**src/include/tpl_consts.svh**
```systemverilog
`ifndef TPL_CONSTS_SVH
`define TPL_CONSTS_SVH

// ----------------------------------------
// Object indices
// ----------------------------------------
`define TPL_IDX_CTRL     16'h60b8
`define TPL_IDX_STATUS   16'h60b9
`define TPL_IDX_POS1     16'h60ba
`define TPL_IDX_POS2     16'h60bc

// ----------------------------------------
// Control byte fields, per unit
// ----------------------------------------
`define TPL_CB_EN        0
`define TPL_CB_CONT      1
`define TPL_CB_SRC       2
`define TPL_CB_RISE      4
`define TPL_CB_FALL      5

// ----------------------------------------
// Status byte fields, per unit
// ----------------------------------------
`define TPL_SB_EN        0
`define TPL_SB_RISE      1
`define TPL_SB_FALL      2
`define TPL_SB_TOG       7

// ----------------------------------------
// Reset values
// ----------------------------------------
`define TPL_CTRL_RST     16'h0000
`define TPL_BYTE_RST     8'h00
`define TPL_POS_RST      32'h0000_0000

`endif

```
**src/include/tpl_pkg.sv**
```systemverilog
package tpl_pkg;
  typedef logic [7:0]  tpl_byte_type;
  typedef logic [15:0] tpl_word_type;
  typedef logic [31:0] tpl_pos_type;
endpackage

```
**src/include/tpl_probe_if.sv**
```systemverilog
`timescale 1ns/1ps
interface tpl_probe_if;
  import tpl_pkg::*;
  tpl_byte_type ctrl;
  logic         arm;
  logic         rise_evt;
  logic         fall_evt;
  tpl_pos_type  pos;
  tpl_byte_type status;
  tpl_pos_type  cap_pos;
  logic         cap_pulse;

  modport unit (input ctrl, arm, rise_evt, fall_evt, pos, output status, cap_pos, cap_pulse);
  modport top  (output ctrl, arm, rise_evt, fall_evt, pos, input status, cap_pos, cap_pulse);
endinterface

```
**src/rtl/tpl_sync.sv**
```systemverilog
`timescale 1ns/1ps
module tpl_sync (
  // Clock and reset
  input  wire logic       mclk,
  input  wire logic       rstn,
  // Pin levels in and out
  input  wire logic [2:0] async_in,
  output logic      [2:0] sync_out
);
  logic [2:0] meta_ff;
  logic [2:0] sync_ff;

  always_ff @(posedge mclk or negedge rstn) begin
    if (!rstn) begin
      meta_ff <= 3'h0;
      sync_ff <= 3'h0;
    end else begin
      meta_ff <= async_in;
      sync_ff <= meta_ff;
    end
  end

  assign sync_out = sync_ff;
endmodule

```
**src/rtl/tpl_probe_unit.sv**
```systemverilog
`timescale 1ns/1ps
`include "tpl_consts.svh"
module tpl_probe_unit (
  // Clock and reset
  input  wire logic mclk,
  input  wire logic rstn,
  // Probe channel
  tpl_probe_if.unit pu
);
  import tpl_pkg::*;

  logic        done_ff;
  logic        rise_st_ff;
  logic        fall_st_ff;
  logic        tog_ff;
  tpl_pos_type cap_ff;
  logic        hit_rise;
  logic        hit_fall;
  logic        hit;

  // ----------------------------------------
  // Qualify events
  // ----------------------------------------
  assign hit_rise = pu.ctrl[`TPL_CB_EN] & pu.ctrl[`TPL_CB_RISE] & pu.rise_evt;
  assign hit_fall = pu.ctrl[`TPL_CB_EN] & pu.ctrl[`TPL_CB_FALL] & pu.fall_evt;
  // Single mode takes only the first event since arming
  assign hit      = (hit_rise | hit_fall) & (pu.ctrl[`TPL_CB_CONT] | ~done_ff); // RL15 RL16

  // ----------------------------------------
  // Capture and flags; capture beats re-arm
  // ----------------------------------------
  always_ff @(posedge mclk or negedge rstn) begin
    if (!rstn) begin
      cap_ff <= `TPL_POS_RST;
    end else if (hit) begin
      cap_ff <= pu.pos; // RL1
    end
  end

  always_ff @(posedge mclk or negedge rstn) begin
    if (!rstn) begin
      done_ff    <= 1'b0;
      rise_st_ff <= 1'b0;
      fall_st_ff <= 1'b0;
    end else if (hit) begin
      done_ff    <= 1'b1; // RL15
      rise_st_ff <= rise_st_ff | hit_rise;
      fall_st_ff <= fall_st_ff | hit_fall;
    end else if (pu.arm || !pu.ctrl[`TPL_CB_EN]) begin
      done_ff    <= 1'b0;
      rise_st_ff <= 1'b0;
      fall_st_ff <= 1'b0;
    end
  end

  always_ff @(posedge mclk or negedge rstn) begin
    if (!rstn) begin
      tog_ff <= 1'b0;
    end else if (hit) begin
      tog_ff <= ~tog_ff; // RL16
    end
  end

  assign pu.cap_pulse = hit;
  assign pu.cap_pos   = cap_ff;
  assign pu.status    = {tog_ff, 4'h0, fall_st_ff, rise_st_ff, pu.ctrl[`TPL_CB_EN]};
endmodule

```
**src/rtl/tpl_touch_probe.sv**
```systemverilog
`timescale 1ns/1ps
`include "tpl_consts.svh"
// Function
// RL1 - A trigger event stores the current feedback position in that unit's register.
// RL2 - Two independent capture units, usable at the same time.
// RL3 - Unit one control is the low byte of the control word.
// RL4 - Unit one status is the low byte of the status word.
// RL5 - Unit one captures always land in the unit one position register.
// RL6 - Unit one triggers on encoder zero pulse or first latch input.
// RL7 - Unit two control is the high byte of the control word.
// RL8 - Unit two status is the high byte of the status word.
// RL9 - Unit two captures always land in the unit two position register.
// RL10 - Unit two triggers only on the second latch input.
// RL11 - Homing disables unit one and switches it off if active.
// RL12 - Master clears bit 1 or bit 9 for single trigger.
// RL13 - Master sets bit 1 or bit 9 for continuous trigger.
// RL14 - Each latch input polarity is chosen by its own config digit.
// RL15 - Single mode captures the first event only, until re-armed.
// RL16 - Continuous mode captures every event and flags each capture.
module tpl_touch_probe (
  // Clock and reset
  input  wire logic                 mclk,
  input  wire logic                 rstn,
  // Latch pins and encoder
  input  wire logic                 first_probe_latch_input,
  input  wire logic                 second_probe_latch_input,
  input  wire logic                 enc_zero_pulse,
  input  wire tpl_pkg::tpl_pos_type feedback_position,
  // Drive state and configuration
  input  wire logic                 homing_active,
  input  wire logic [1:0]           probe_input_config_parameter,
  // Object access
  input  wire logic                 obj_req,
  input  wire logic                 obj_we,
  input  wire tpl_pkg::tpl_word_type obj_index,
  input  wire tpl_pkg::tpl_pos_type obj_wdata,
  output logic                      obj_ack,
  output logic                      obj_err,
  output tpl_pkg::tpl_pos_type      obj_rdata
);
  import tpl_pkg::*;

  tpl_probe_if u1 ();
  tpl_probe_if u2 ();

  logic [2:0]   pin_sync;
  logic         p1_act;
  logic         p2_act;
  logic         p1_prev_ff;
  logic         p2_prev_ff;
  logic         zp_prev_ff;
  logic         p1_rise;
  logic         p1_fall;
  logic         p2_rise;
  logic         p2_fall;
  logic         zp_rise;
  logic         zp_fall;
  tpl_word_type ctrl_ff;
  tpl_word_type nxt_ctrl;
  logic         wr_ctrl;
  logic         obj_ack_ff;
  logic         obj_err_ff;
  tpl_pos_type  obj_rdata_ff;
  tpl_pos_type  nxt_rdata;
  logic         nxt_err;
  logic [2:0]   warm_ff;
  logic         warm;

  function automatic logic edge_up(input logic cur, input logic prev);
    edge_up = cur & ~prev;
  endfunction

  // ----------------------------------------
  // Pin synchronisers
  // ----------------------------------------
  tpl_sync u_sync (
    .mclk     (mclk),
    .rstn     (rstn),
    .async_in ({enc_zero_pulse, second_probe_latch_input, first_probe_latch_input}),
    .sync_out (pin_sync)
  );

  // ----------------------------------------
  // Settle after reset
  // ----------------------------------------
  // Edges masked until synchroniser and history hold real levels,
  // else an inverted idle pin fires a false edge after reset
  always_ff @(posedge mclk or negedge rstn) begin
    if (!rstn) begin
      warm_ff <= 3'h0;
    end else begin
      warm_ff <= {warm_ff[1:0], 1'b1};
    end
  end

  assign warm = warm_ff[2];

  // ----------------------------------------
  // Polarity and edge detect
  // ----------------------------------------
  // Config digit set means the pin is active low
  assign p1_act = pin_sync[0] ^ probe_input_config_parameter[0]; // RL14
  assign p2_act = pin_sync[1] ^ probe_input_config_parameter[1]; // RL14

  always_ff @(posedge mclk or negedge rstn) begin
    if (!rstn) begin
      p1_prev_ff <= 1'b0;
      p2_prev_ff <= 1'b0;
      zp_prev_ff <= 1'b0;
    end else begin
      p1_prev_ff <= p1_act;
      p2_prev_ff <= p2_act;
      zp_prev_ff <= pin_sync[2];
    end
  end

  assign p1_rise = warm & edge_up(p1_act, p1_prev_ff);
  assign p1_fall = warm & edge_up(p1_prev_ff, p1_act);
  assign p2_rise = warm & edge_up(p2_act, p2_prev_ff);
  assign p2_fall = warm & edge_up(p2_prev_ff, p2_act);
  assign zp_rise = warm & edge_up(pin_sync[2], zp_prev_ff);
  assign zp_fall = warm & edge_up(zp_prev_ff, pin_sync[2]);

  // ----------------------------------------
  // Control word
  // ----------------------------------------
  assign wr_ctrl = obj_req & obj_we & (obj_index == `TPL_IDX_CTRL);

  always_comb begin
    nxt_ctrl = ctrl_ff;
    if (wr_ctrl) begin
      nxt_ctrl = obj_wdata[15:0]; // RL3 RL7
    end
    // Unit one stays off for the whole homing run
    if (homing_active) begin
      nxt_ctrl[`TPL_CB_EN] = 1'b0; // RL11
    end
  end

  always_ff @(posedge mclk or negedge rstn) begin
    if (!rstn) begin
      ctrl_ff <= `TPL_CTRL_RST;
    end else begin
      ctrl_ff <= nxt_ctrl;
    end
  end

  // ----------------------------------------
  // Probe units
  // ----------------------------------------
  assign u1.ctrl     = {ctrl_ff[7:1], ctrl_ff[`TPL_CB_EN] & ~homing_active}; // RL3 RL11
  assign u1.arm      = wr_ctrl;
  // Source bit picks encoder zero pulse or first latch input
  assign u1.rise_evt = ctrl_ff[`TPL_CB_SRC] ? zp_rise : p1_rise; // RL6
  assign u1.fall_evt = ctrl_ff[`TPL_CB_SRC] ? zp_fall : p1_fall; // RL6
  assign u1.pos      = feedback_position;

  assign u2.ctrl     = ctrl_ff[15:8]; // RL7
  assign u2.arm      = wr_ctrl;
  assign u2.rise_evt = p2_rise; // RL10
  assign u2.fall_evt = p2_fall; // RL10
  assign u2.pos      = feedback_position;

  // Separate instances share only clock, reset, the position input and the arm strobe
  tpl_probe_unit u_unit1 ( // RL2
    .mclk (mclk),
    .rstn (rstn),
    .pu   (u1.unit)
  );

  tpl_probe_unit u_unit2 ( // RL2
    .mclk (mclk),
    .rstn (rstn),
    .pu   (u2.unit)
  );

  // ----------------------------------------
  // Object read and answer
  // ----------------------------------------
  always_comb begin
    nxt_rdata = `TPL_POS_RST;
    nxt_err   = 1'b0;
    case (obj_index)
      `TPL_IDX_CTRL: begin
        nxt_rdata = {16'h0000, ctrl_ff};
      end
      `TPL_IDX_STATUS: begin
        nxt_rdata = {16'h0000, u2.status, u1.status}; // RL4 RL8
        nxt_err   = obj_we;
      end
      `TPL_IDX_POS1: begin
        nxt_rdata = u1.cap_pos; // RL5
        nxt_err   = obj_we;
      end
      `TPL_IDX_POS2: begin
        nxt_rdata = u2.cap_pos; // RL9
        nxt_err   = obj_we;
      end
      default: begin
        nxt_err   = 1'b1;
      end
    endcase
    if (obj_we) begin
      nxt_rdata = `TPL_POS_RST;
    end
  end

  always_ff @(posedge mclk or negedge rstn) begin
    if (!rstn) begin
      obj_ack_ff   <= 1'b0;
      obj_err_ff   <= 1'b0;
      obj_rdata_ff <= `TPL_POS_RST;
    end else begin
      obj_ack_ff   <= obj_req;
      obj_err_ff   <= obj_req & nxt_err;
      obj_rdata_ff <= obj_req ? nxt_rdata : `TPL_POS_RST;
    end
  end

  assign obj_ack   = obj_ack_ff;
  assign obj_err   = obj_err_ff;
  assign obj_rdata = obj_rdata_ff;

  // ----------------------------------------
  // Checks
  // ----------------------------------------
  property p_cap1_pos;
    @(posedge mclk) disable iff (!rstn)
      u1.cap_pulse |=> (u1.cap_pos == $past(feedback_position));
  endproperty
  a_cap1_pos: assert property (p_cap1_pos) else $error("unit one position not captured"); // RL1 RL5

  property p_cap2_pos;
    @(posedge mclk) disable iff (!rstn)
      u2.cap_pulse |=> (u2.cap_pos == $past(feedback_position));
  endproperty
  a_cap2_pos: assert property (p_cap2_pos) else $error("unit two position not captured"); // RL9

  property p_ctrl_lo;
    @(posedge mclk) disable iff (!rstn)
      (wr_ctrl && !homing_active) |=> (ctrl_ff[7:0] == $past(obj_wdata[7:0]));
  endproperty
  a_ctrl_lo: assert property (p_ctrl_lo) else $error("unit one control byte wrong"); // RL3

  property p_ctrl_hi;
    @(posedge mclk) disable iff (!rstn)
      wr_ctrl |=> (u2.ctrl == $past(obj_wdata[15:8]));
  endproperty
  a_ctrl_hi: assert property (p_ctrl_hi) else $error("unit two control byte wrong"); // RL7

  property p_stat_lo;
    @(posedge mclk) disable iff (!rstn)
      (obj_req && !obj_we && obj_index == `TPL_IDX_STATUS) |=> (obj_rdata[7:0] == $past(u1.status));
  endproperty
  a_stat_lo: assert property (p_stat_lo) else $error("unit one status byte wrong"); // RL4

  property p_stat_hi;
    @(posedge mclk) disable iff (!rstn)
      (obj_req && !obj_we && obj_index == `TPL_IDX_STATUS) |=> (obj_rdata[15:8] == $past(u2.status));
  endproperty
  a_stat_hi: assert property (p_stat_hi) else $error("unit two status byte wrong"); // RL8

  property p_src1;
    @(posedge mclk) disable iff (!rstn)
      u1.cap_pulse |-> (ctrl_ff[`TPL_CB_SRC] ? (zp_rise || zp_fall) : (p1_rise || p1_fall));
  endproperty
  a_src1: assert property (p_src1) else $error("unit one fired from wrong source"); // RL6

  property p_src2;
    @(posedge mclk) disable iff (!rstn)
      u2.cap_pulse |-> (p2_rise || p2_fall);
  endproperty
  a_src2: assert property (p_src2) else $error("unit two fired without its input"); // RL10

  property p_homing;
    @(posedge mclk) disable iff (!rstn)
      $rose(homing_active) |-> !u1.cap_pulse ##1 (!ctrl_ff[`TPL_CB_EN] && !u1.status[`TPL_SB_EN]);
  endproperty
  a_homing: assert property (p_homing) else $error("unit one not switched off by homing"); // RL11

  property p_single;
    @(posedge mclk) disable iff (!rstn)
      (u1.cap_pulse && !u1.ctrl[`TPL_CB_CONT] && !u1.arm) ##1 (!u1.arm && !u1.ctrl[`TPL_CB_CONT])[*2]
        |-> !u1.cap_pulse;
  endproperty
  a_single: assert property (p_single) else $error("single mode captured twice"); // RL15

  property p_cont;
    @(posedge mclk) disable iff (!rstn)
      (u2.cap_pulse && u2.ctrl[`TPL_CB_CONT]) |=> (u2.status[`TPL_SB_TOG] != $past(u2.status[`TPL_SB_TOG]));
  endproperty
  a_cont: assert property (p_cont) else $error("continuous capture not flagged"); // RL16

  property p_cont_every;
    @(posedge mclk) disable iff (!rstn)
      (u2.ctrl[`TPL_CB_EN] && u2.ctrl[`TPL_CB_CONT] && u2.ctrl[`TPL_CB_RISE] && p2_rise) |-> u2.cap_pulse;
  endproperty
  a_cont_every: assert property (p_cont_every) else $error("continuous mode missed an event"); // RL16

  property p_home_quiet;
    @(posedge mclk) disable iff (!rstn)
      homing_active |-> !u1.cap_pulse;
  endproperty
  a_home_quiet: assert property (p_home_quiet) else $error("unit one captured during homing"); // RL11

  property p_rearm;
    @(posedge mclk) disable iff (!rstn)
      (u1.arm && !u1.cap_pulse) |=> (u1.status[`TPL_SB_FALL:`TPL_SB_RISE] == 2'b00);
  endproperty
  a_rearm: assert property (p_rearm) else $error("unit one flags kept after re-arm"); // RL15

endmodule

```
**config.mk**
```make
export PLATFORM = sky130hd
export DESIGN_NAME = tpl_touch_probe
export DESIGN_NICKNAME = d
export VERILOG_FILES = /design/src/include/tpl_pkg.sv /design/src/include/tpl_probe_if.sv /design/src/rtl/tpl_sync.sv /design/src/rtl/tpl_probe_unit.sv /design/src/rtl/tpl_touch_probe.sv
export VERILOG_INCLUDE_DIRS = /design/src /design/src/include
export SDC_FILE = /design/constraint.sdc
export NUM_CORES = 1
export LEC_CHECK = 0
export ABC_CLOCK_PERIOD_IN_PS = 2700
export BUFFER_PORTS_ARGS = -buffer_cell sky130_fd_sc_hd__clkbuf_2
export CORE_ASPECT_RATIO = 0.7
export CORE_MARGIN = 1.5
export CORE_UTILIZATION = 40
export DETAILED_ROUTE_END_ITERATION = 8
export MAX_ROUTING_LAYER = met4
export SLEW_MARGIN = 10
export SYNTH_ARGS = -nofsm -noshare
export SYNTH_HDL_FRONTEND = slang
export SYNTH_SLANG_ARGS = --single-unit
```
**constraint.sdc**
```tcl
create_clock -name mclk -period 2.7 [get_ports mclk]
set_clock_uncertainty 0.15 [all_clocks]
set_input_delay 0.405 -clock mclk [delete_from_list [all_inputs] [get_ports mclk]]
set_output_delay 0.405 -clock mclk [all_outputs]
set_load 0.02 [all_outputs]
```
# After elaboration in Yosys (flattened, before gate mapping)
# Cells that the tools add are included.
[totals]
register_bits = 134
[op_classes]
eq_ne = 4
n_mux = 16
bitwise = 47
reduce_logical = 8
[ops]
columns = ["cell", "n"]
rows = [
  ["$pmux 32 s4", 1],
  ["$eq 16x15->1 const B", 4],
  ["$mux 32", 2],
  ["$and 1x1->1", 26],
  ["$mux 1", 12],
  ["$not 1->1", 11],
  ["$or 1x1->1", 8],
  ["$reduce_bool 2->1", 3],
  ["$reduce_or 3->1", 1],
  ["$logic_not 1->1", 2],
  ["$logic_or 1x1->1", 2],
  ["$pmux 1 s2", 1],
  ["$xor 1x1->1", 2],
]

# Depth between registers and ports, before layout
# Gate-level depths: netlist of run 1.
[depth]
ltp_word = 9
depth_mapped = 6
mapped_depth_nobuf = 5

# By module
# Synthesis of run 1 repeated with hierarchy kept, for this count alone.
[unflattened]
cells_unflattened = 423
hier_area_um2 = 5954.5
[modules_own_cells]
columns = ["module", "n_inst", "cells_each", "area_each_um2"]
rows = [
  ["tpl_probe_unit", 2, 95, 1566.5],
  ["tpl_touch_probe", 1, 227, 2671.3],
  ["tpl_sync", 1, 6, 150.1],
]

# Worst setup path after synthesis of run 1
# OpenSTA, ideal clock, no wires.
[synth_path]
path_kind = "input -> register"
start = "in obj_index[9]"
end = "reg ctrl_ff[10]"
t_arrival_ns = 1.883
required_time_ns = 2.425
setup_slack_ns = 0.541
stages = 5
cell_sequence = "or4_4 > nor4_4 > nand3_2 > buf_6 > mux2_4"
[synth_between]
elab_chain_cells = 2
[synth_lines]
columns = ["element", "line", "rtl"]
rows = [
  ["from (decl)", "tpl_touch_probe.sv:35", "input wire tpl_pkg::tpl_word_type obj_index,"],
  ["$eq 16x15->1", "n/a", ""],
  ["$and 1x1->1", "tpl_touch_probe.sv:127", "assign wr_ctrl = obj_req & obj_we & (obj_index == `TPL_IDX_CTRL);"],
  ["to (signal assigned)", "tpl_touch_probe.sv:142", "ctrl_ff <= `TPL_CTRL_RST;"],
  ["to (signal assigned)", "tpl_touch_probe.sv:144", "ctrl_ff <= nxt_ctrl;"],
  ["to (decl)", "tpl_touch_probe.sv:58", "tpl_word_type ctrl_ff;"],
]
# Every way passes these cells.
# A chain may end at the register's enable or synchronous reset.

# Worst setup path after layout of run 1
[layout_path]
start = "reg u_sync.sync_ff[1] (netlist: u_sync.sync_out[1])"
end = "reg u_unit2.cap_ff[9] (netlist: u_unit2.pu.cap_pos[9])"
[layout_between]
elab_chain_cells = 7
word_cells_on_any_way = 10
classes_between = "10 x bitwise"
[layout_lines]
columns = ["element", "line", "rtl"]
rows = [
  ["from (decl)", "tpl_sync.sv:11", "logic [2:0] sync_ff;"],
  ["from (signal assigned)", "tpl_sync.sv:19", "sync_ff <= meta_ff;"],
  ["$xor 1x1->1 (*)", "tpl_touch_probe.sv:103", "assign p2_act = pin_sync[1] ^ probe_input_config_parameter[1];"],
  ["$not 1->1", "tpl_touch_probe.sv:70", "edge_up = cur & ~prev;"],
  ["$and 1x1->1", "tpl_touch_probe.sv:70", ""],
  ["$and 1x1->1", "tpl_touch_probe.sv:120", "assign p2_fall = warm & edge_up(p2_prev_ff, p2_act);"],
  ["$and 1x1->1", "tpl_probe_unit.sv:25", "assign hit_fall = pu.ctrl[`TPL_CB_EN] & pu.ctrl[`TPL_CB_FALL] & pu.fall_evt;"],
  ["$or 1x1->1 (*)", "tpl_probe_unit.sv:27", "assign hit = (hit_rise | hit_fall) & (pu.ctrl[`TPL_CB_CONT] | ~done_ff);"],
  ["$and 1x1->1 (*)", "tpl_probe_unit.sv:27", ""],
  ["to (signal assigned)", "tpl_probe_unit.sv:34", "cap_ff <= `TPL_POS_RST;"],
  ["to (signal assigned)", "tpl_probe_unit.sv:36", "cap_ff <= pu.pos;"],
  ["to (decl)", "tpl_probe_unit.sv:16", "tpl_pos_type cap_ff;"],
]
# Mark *: on every way between the ends. The rest lies on a longest branch, timed or not.

==> key figures, run 1 <==
Yosys
  – Cell area after synthesis: 0.00544 sq mm
  – Area contributors post-synth: dfrtp_1, mux2_2, mux2_4, nor2_1, a22oi_1
  – Syn Inst Count: 399
  – Sequential fraction of the synthesis area: 61.7%
  – Synthesized net count: 489
  – Top-count cell post-synth: dfrtp_1
  – Cell taking the most area after synthesis: dfrtp_1
  – #FFs+latches synth: 134
  – Commonest cells in the netlist: dfrtp_1, mux2_2, nor2_1
  – Post-synth EDFFs: 0
  – Main synth FF type: dfrtp_1
  – Avg Inst Size Synth: 13.6 sq um
  – Post-synth ARST share: 100%
  – Synth unique cells: 41
  – Post-synth top area share: 61.7%
  – Yosys warns: 0

Floorplan
  – Rows: 35
  – IO Count: 124
  – Core box area: 0.0132 sq mm
  – Starting Density: 41.1%
  – Chip width: 142 microns
  – Total Die Area: 0.0143 sq mm
  – Die H: 101 microns

CTS
  – Post-cts sizing count: 0
  – Clock Latency Late Sink: 410 ps
  – Setup bufs post-CTS: 0
  – Clock root buffer: clkbuf_16
  – Clock sink count: 134
  – Longest Clk Path Bufs: 2
  – CTS Buf Count: 17
  – Worst-path clk slew: 50 ps
  – CTS tree: built
  – Htree depth: 4
  – Hold_buf cts: 4

Worst setup path
  – Critical path class: register to register
  – CP endpoint kind: register
  – Max FO, Critical Path: 18
  – Setup crit start kind: register
  – Slowest cell on crit path: nor3b_1
  – Critical Path Max Stage Delay: 410 ps
  – Delay-heaviest family, CP: simple AND/OR/NAND/NOR gates
  – CP required: 2840 ps
  – Crit path DAT: 2230 ps
  – CP cell instances: xnor2_1 > nor3b_1 > o21a_2 > buf_4 > mux2_2
  – WP buf/inv: 1

STA
  – Final worst slack: 606 ps
  – Final hold vios: 0
  – Worst-margin pin slew: 617 ps
  – Slew Limit Fails: 0
  – RSZ-0062 raised after global routing: false
  – Worst relative slew slack: 58.9%
  – Setup Viol. Count Final: 0
  – Fmax: 478 MHz
  – Fin crit share: 77.5%
  – Setup TNS: 0 ps
  – Minimum clock period: 2090 ps

Placement
  – # port buffers: 107
  – Detail Placement HPWL: 7950 microns
  – Final GP Congestion: 0.768
  – Post-Place Worst Slack: 282 ps

Routing
  – Drt pass-1 iters: 4
  – Iter 0 DRT Violations: 210
  – Detail Route Antenna Nets: 0
  – Routed vias/inst: 5.05
  – Via count: 3640
  – Final Routed Wirelength: 12000 microns
  – Drc violations: 0
  – Post-DR wirelength/cell: 16.7 microns

Final layout
  – Final net count: 614
  – Share of cells above drive strength 1: 45.1%
  – Layout filler cell count: 1180
  – Area delta synth->final: 26.7%
  – N_diodes: 0

GRT
  – Global-route wire length before repair: 19800 microns
  – Largest net degree at the start of global routing: 68
  – Vias in the first global route: 3740
  – Initial antenna violation count: 0
  – GR Overflow Total: 0
  – GRT Resource Usage Total: 18.9%

Flow run
  – Max cap viols: 0

Hold path
  – Hold Path Class: primary input to register

Power and ir drop
  – Pleak: 0.00345 uW
  – Pwr dens: 652 mW/mm^2
  – Maximum vdd ir drop: 0.491 mV

Run status
  – Outcome: complete, no violations
cells in the final DEF, fill, tap and decap left out, drive strengths merged, types with 4 or more instances in the layout:
cell type    synthesis  final
clkbuf              10    127
nor2b                4      4
a22oi               16     16
xnor2                4      4
nand2                5      5
a21oi               20     20
a32oi                6      6
inv                  5      5
a22o                 7      7
mux2i                9      9
clkinv               0      5
nor2                40     40
dfrtp              134    134
mux2                84     84
buf                 10     16
dlygate4sd3          0      4
nand3                7      7
o21ai                7      7
cell type report:
cell class / instances / area, sq um / area share, %
multi-input cells: 240 / 1990 / 28.8
inverters: 5 / 18.8 / 0.272
clock inverters: 10 / 130 / 1.89
clock buffers: 21 / 450 / 6.54
well taps: 185 / 231 / 3.36
repair buffers: 126 / 719 / 10.4
flip-flops and latches: 134 / 3350 / 48.7
per-stage QoR:
| step | utilization (%) | std cells | cell area, sq um | total power, uW | hold slack (ps) |
|---|---|---|---|---|---|
| after floorplan | - | 399 | 5440 | 2110 | -40.6 |
| after global placement | 47.4 | 686 | 6270 | 2240 | 183 |
| after detailed placement | 47.4 | 686 | 6270 | 2240 | 185 |
| after CTS | 52.1 | 721 | 6890 | 4530 | 2.09 |
| after global routing | 52.1 | 721 | 6890 | 4660 | 10.8 |
| final | 52.1 | 721 | 6890 | 4490 | 9.69 |
logic make-up after synthesis:
logic type,synth area share (%)
muxes,19.7
other,0.0690
xor gates and xnor gates,0.644
adders and majority gates,0.184
DFF,61.7
buffers and inverters,2.05
AOI/OAI and AO/OA,8.33
and+or+nand+nor,7.30
routing by layer:
layer | track usage, % | share of wire [%] | vias up
met5 | - | 0 | -
li1 | - | - | 1687
met3 | 4.89 | 5.2 | 11
met1 | 26.2 | 50 | 1852
met2 | 27.2 | 44 | 90
met4 | 5.79 | 0.90 | 0
worst reg2reg max path, stage by stage, from the launching register on:
cell,delay (ps)
dfrtp_1,370
xnor2_1,150
nor3b_1,410
o21a_2,230
buf_4,290
mux2_2,400
final timing paths:
| check | start | endpoint | slack, ps | cells past startpoint |
|---|---|---|---|---|
| max | u_sync.sync_out[1]$_DFF_PN0_ | u_unit2.pu.cap_pos[9]$_DFFE_PN0P_ | 610 | 5 |
| min | obj_req | obj_ack$_DFF_PN0_ | 10 | 1 |
| max reg2reg | u_sync.sync_out[1]$_DFF_PN0_ | u_unit2.pu.cap_pos[9]$_DFFE_PN0P_ | 610 | 5 |
| min reg2reg | u_sync.meta_ff[2]$_DFF_PN0_ | u_sync.sync_out[2]$_DFF_PN0_ | 200 | 0 |
| max in group asynchronous | rstn | obj_rdata[4]$_DFF_PN0_ | 1260 | 3 |
| min in group asynchronous | rstn | obj_rdata[2]$_DFF_PN0_ | 400 | 2 |
flip-flops by register name (all words and copies together) (netlist names), 3 cells and up:
name and flops:
obj_rdata 32, u_unit1.pu.cap_pos 32, u_unit2.pu.cap_pos 32, ctrl_ff 16
u_sync.meta_ff 3, u_sync.sync_out 3, warm_ff 3
where the power goes:
part / total [uW] / switching, uW / internal, uW
combinational: 177 / 109 / 68.1
clock: 2290 / 824 / 1460
sequential: 2030 / 5.21 / 2020
Note: power is estimated with default switching activity, not from simulation.
==> inputs of run 2 (changes only) <==
ABC_CLOCK_PERIOD_IN_PS = 1900   (was 2700)
clock period = 1.9 ns   (was 2.7 ns; I/O delays follow)
==> run 2 against run 1 <==
The run now ends with negative setup slack left. Design area up 12%. Combinational power up 110%. Setup slack worse by 620 ps. Non-clock buffer count grew 67. Die area stayed put. Core utilization up 6.2 points. Final cell count is 9.4% higher. Hold slack improved by 19 ps. Via count rose by 6.8%. Largest power group unchanged. Highest routed layer unchanged.
==> key figures, run 2 (synthesized netlist as in run 1, its figures left out) <==
Power and ir drop
  – Pwr dens: 835 mW/mm^2
  – Pleak: 0.00383 uW
  – Maximum vdd ir drop: 0.578 mV

Final layout
  – N_diodes: 0
  – Final net count: 681
  – Reg area: 0.00335 sq mm
  – Util after Layout: 58.3%
  – Share of cells above drive strength 1: 44.7%
  – Layout filler cell count: 1103
  – Footprint of the multi-input gates: 0.00208 sq mm
  – Commonest non-fill, non-tap cells in the layout: dfrtp_1, clkbuf_2, mux2_2, dlygate4sd3_1, nor2_1
  – Commonest non-fill, non-tap cell in the layout: dfrtp_1
  – Area delta synth->final: 41.9%

Floorplan
  – Rows: 35
  – Chip width: 142 microns
  – Core box area: 0.0132 sq mm
  – IO Count: 124
  – Starting Density: 41.1%
  – Total Die Area: 0.0143 sq mm
  – Die H: 101 microns

GRT
  – Initial antenna violation count: 0
  – Largest net degree at the start of global routing: 51
  – GRT Resource Usage Total: 20.2%
  – Vias in the first global route: 4005
  – Global-route wire length before repair: 20900 microns
  – GR Overflow Total: 0

CTS
  – Clock root buffer: clkbuf_16
  – Clock sink count: 134
  – CTS tree: built
  – Htree depth: 4
  – Worst-path clk slew: 60 ps
  – Longest Clk Path Bufs: 2
  – Clock Latency Late Sink: 410 ps
  – CTS Buf Count: 17

STA
  – Fmax: 523 MHz
  – Final hold vios: 0
  – Minimum clock period: 1910 ps
  – Fin crit share: 101%
  – Setup Viol. Count Final: 5
  – Final worst slack: -12.6 ps
  – Slew Limit Fails: 0
  – RSZ-0062 raised after global routing: true

Placement
  – Detail Placement HPWL: 8370 microns
  – Final GP Congestion: 0.761
  – # port buffers: 107
  – Post-Place Worst Slack: -216 ps

Hold path
  – Hold Path Class: primary input to register

Routing
  – Iter 0 DRT Violations: 195
  – Routed vias/inst: 4.93
  – Final Routed Wirelength: 13100 microns
  – Detail Route Antenna Nets: 0
  – Via count: 3886
  – Drt pass-1 iters: 4
  – Drc violations: 0
  – Post-DR wirelength/cell: 16.6 microns

Worst setup path
  – CP endpoint kind: register
  – CP required: 2040 ps
  – Critical path class: register to register
  – Crit path DAT: 2050 ps
  – Setup crit start kind: register
  – Max FO, Critical Path: 12
  – Register-to-Register Setup Slack: -10 ps

Flow run
  – Max cap viols: 0

Run status
  – Failing checks: negative setup slack
  – Outcome: complete, but fails checks
## run 2: layout make-up
type	count	share of cell area (%)
multi-input combinational	240	27.0
sequential	134	43.5
clock buffer	19	5.74
timing repair buffer	193	18.9
inverter	5	0.243
clock inverter	13	1.72
tap	185	3.00
## run 2: final timing paths
| kind | from | end | cells past startpoint |
|---|---|---|---|
| max | u_sync.sync_out[0]$_DFF_PN0_ | u_unit1.pu.cap_pos[16]$_DFFE_PN0P_ | 6 |
| min | feedback_position[8] | u_unit1.pu.cap_pos[8]$_DFFE_PN0P_ | 2 |
| max reg2reg | u_sync.sync_out[0]$_DFF_PN0_ | u_unit1.pu.cap_pos[16]$_DFFE_PN0P_ | 6 |
| min reg2reg | u_sync.meta_ff[2]$_DFF_PN0_ | u_sync.sync_out[2]$_DFF_PN0_ | 0 |
| max in group asynchronous | rstn | u_unit1.pu.cap_pos[29]$_DFFE_PN0P_ | 3 |
| min in group asynchronous | rstn | obj_rdata[2]$_DFF_PN0_ | 2 |
## run 2: routing by layer
metal / up-vias / global-route usage [%] / part of all wire (%)
met1: 1970 / 26.7 / 49
li1: 1813 / - / -
met5: - / - / 0
met2: 88 / 30.9 / 45
met4: 0 / 6.42 / 1.2
met3: 15 / 4.94 / 4.5
## run 2: report_power, final
part / leakage, uW / total (uW) / internal (uW) / switching (uW)
Sequential: 0.00184 / 2880 / 2870 / 8.87
Clock: 0.000275 / 3190 / 1950 / 1230
Combinational: 0.00171 / 367 / 186 / 181
## run 2: worst max-delay path: stages, from the launching register on
cell	delay [ps]
dfrtp_1	390
xnor2_2	190
inv_2	70
mux2i_2	160
o211ai_4	220
buf_6	230
mux2_2	360
## run 2: stage by stage
step | TNS, ps | hold slack, ps | power (uW) | cell area, sq um | instances
after detailed placement | -7200 | 119 | 3210 | 6450 | 699
final | -17.1 | 28.5 | 6440 | 7710 | 789
after global routing | -2730 | 13.5 | 6670 | 7710 | 789
after CTS | -988 | 10.7 | 6510 | 7640 | 789
after floorplan | -662 | -161 | 3000 | 5450 | 399
after global placement | -6090 | 110 | 3200 | 6450 | 699
## run 2: what timing repair did
item	4_1_cts	5_1_grt
pin swaps	1	4
hold endpoints to repair	131	0
cloned	1	1
setup buffers	3	1
hold buffers	54	0
resized for setup	5	22
endpoints found under the setup margin	53	56
==> inputs of run 3 (changes only) <==
CORE_MARGIN = not set   (was 1.5)
==> run 3 against run 2 <==
The run still ends with negative setup slack left. Sequential share of layout area shrank 0.21 points. Die area is 1.7% lower. Setup slack better by 11 ps. Global-route usage grew 1.0 points. Maximum frequency rose by 0.58%. Hold slack worse by 10 ps. Largest cell class unchanged.
==> key figures, run 3 (synthesized netlist as in run 1, its figures left out) <==
Final layout
  – Post-route design area: 0.00775 sq mm
  – Layout filler cell count: 1092
  – Final net count: 678
  – N_diodes: 0
  – Share of cells above drive strength 1: 44.9%
  – Util after Layout: 58.6%
  – Area delta synth->final: 42.6%
  – Final non-filler cell total: 786
  – Commonest non-fill, non-tap cell in the layout: dfrtp_1
  – Commonest non-fill, non-tap cells in the layout: dfrtp_1, clkbuf_2, mux2_2, dlygate4sd3_1, nor2_1

Routing
  – Iter 0 DRT Violations: 235
  – Routed vias/inst: 4.99
  – Via count: 3922
  – Detail Route Antenna Nets: 0
  – Drc violations: 0
  – Post-DR wirelength/cell: 17.0 microns
  – Drt pass-1 iters: 4
  – Final Routed Wirelength: 13400 microns

STA
  – Final worst slack: -1.59 ps
  – Fin crit share: 100%
  – Setup Viol. Count Final: 2
  – Fmax: 526 MHz
  – RSZ-0062 raised after global routing: true
  – Minimum clock period: 1900 ps
  – Final hold vios: 0
  – Slew Limit Fails: 0
  – Setup TNS: -2.34 ps

Worst setup path
  – Critical R2R Capture: u_unit1.pu.cap_pos[10]$_DFFE_PN0P_
  – Register-to-Register Setup Slack: -2 ps
  – Critical Path Max Stage Delay: 390 ps
  – CP endpoint kind: register
  – Crit. Startpoint: u_sync.sync_out[0]$_DFF_PN0_
  – Max FO, Critical Path: 6
  – CP required: 2030 ps
  – Slowest cell on crit path: dfrtp_1
  – Setup crit start kind: register
  – Most common cell on crit path: buf_12
  – Crit path DAT: 2040 ps
  – Critical path class: register to register
  – Worst-case reg-to-reg path depth: 7
  – CP cell instances: xnor2_2 > inv_2 > mux2i_2 > o211ai_4 > buf_12 > buf_12 > mux2_2
  – Reg2reg start: u_sync.sync_out[0]$_DFF_PN0_

GRT
  – Initial antenna violation count: 0
  – Vias in the first global route: 4150
  – GR Overflow Total: 0
  – Global-route wire length before repair: 21800 microns
  – Largest net degree at the start of global routing: 44
  – GRT Resource Usage Total: 21.2%

Run status
  – Failing checks: negative setup slack
  – Outcome: complete, but fails checks

Hold path
  – Min-delay src: feedback_position[8]
  – Worst hold stages: 2
  – Hold Path Sink: u_unit1.pu.cap_pos[8]$_DFFE_PN0P_
  – Hold Path Class: primary input to register

Placement
  – Inst Count DP: 697
  – Placed cell area: 0.00645 sq mm
  – Detail Placement HPWL: 8320 microns
  – # port buffers: 107
  – Final GP Congestion: 0.787

Floorplan
  – Total Die Area: 0.0141 sq mm
  – IO Count: 124
  – Starting Density: 41.1%
  – Die H: 99.5 microns
  – Rows: 35
  – Chip width: 141 microns
  – Core box area: 0.0132 sq mm

CTS
  – Clock sink count: 134
  – CTS tree: built
  – Clock Latency Late Sink: 400 ps
  – Htree depth: 4
  – Longest Clk Path Bufs: 2
  – Worst-path clk slew: 60 ps
  – CTS Buf Count: 17
  – Clock root buffer: clkbuf_16

Flow run
  – Max cap viols: 0

Power and ir drop
  – Pwr dens: 838 mW/mm^2
  – Pleak: 0.00386 uW
  – Total Power: 6490 uW
  – Maximum vdd ir drop: 0.578 mV
[run 3: cell types whose count changed in the layout (fill, tap and decap cells not counted), moves of 2 or more]
| cell | change |
|---|---|
| buf_12 | +4 |
| buf_4 | -2 |
| buf_6 | -3 |
| clkinv_2 | -2 |
| clkinv_4 | +2 |
| dlygate4sd3_1 | -2 |
| inv_6 | +2 |
| mux2_2 | -7 |
| mux2_4 | +7 |
| nor2b_2 | +2 |
[run 3: worst max-delay path, delay by kind of cell, from the launching register on]
family	cells	cell delay, ps
AOI/OAI and AO/OA	1	190
DFF	1	390
muxes	2	490
xor gates and xnor gates	1	190
buffers and inverters	3	370
[run 3: area by class of cell]
type,count,area (sq um),area share [%]
Clock buffer,18,439,5.67
Clock inverter,14,150,1.94
Inverter,5,18.8,0.242
Multi-Input combinational cell,240,2090,27.0
Sequential cell,134,3350,43.3
Tap cell,185,231,2.99
Timing Repair Buffer,190,1470,18.9
[run 3: per-stage QoR]
step,setup WS (ps),hold WS [ps]
finish,-1.59,18.0
global route,-48.9,3.63
CTS,-52.7,5.19
detailed placement,-196,80.4
global placement,-179,79.2
floorplan,-54.2,-161
[run 3: metal layers]
metal,wire [microns],up-vias,track usage (%)
met5,0,-,-
met4,64,0,5.43
met2,6170,118,32.3
li1,-,1817,-
met1,6510,1981,28.6
met3,619,6,5.25
[run 3: timing repair]
item                       4_1_cts  5_1_grt
gates cloned                     1        1
pin swaps                        1        2
hold buffers                    52        0
resized for setup               16       20
setup endpoints to repair       54       36
hold endpoints to repair       114        0
buffers inserted                 4        1
[run 3: worst max path at each step]
stage,end,slack [ps]
3_3_place_gp,u_unit2.fall_st_ff$_DFFE_PN0P_,-180
6_report,u_unit1.pu.cap_pos[10]$_DFFE_PN0P_,-2
4_1_cts,u_unit1.pu.cap_pos[1]$_DFFE_PN0P_,-50
2_1_floorplan,ctrl_ff[10]$_DFFE_PN0P_,-50
3_5_place_dp,u_unit2.rise_st_ff$_DFFE_PN0P_,-200
5_1_grt,u_unit1.pu.cap_pos[26]$_DFFE_PN0P_,-50
[run 3: report_power, final]
group          internal [uW]  switching (uW)  leakage [uW]
Combinational            185             181       0.00174
Clock                   1970            1270      0.000283
Sequential              2870            8.83       0.00184
Total                   5030            1460       0.00386
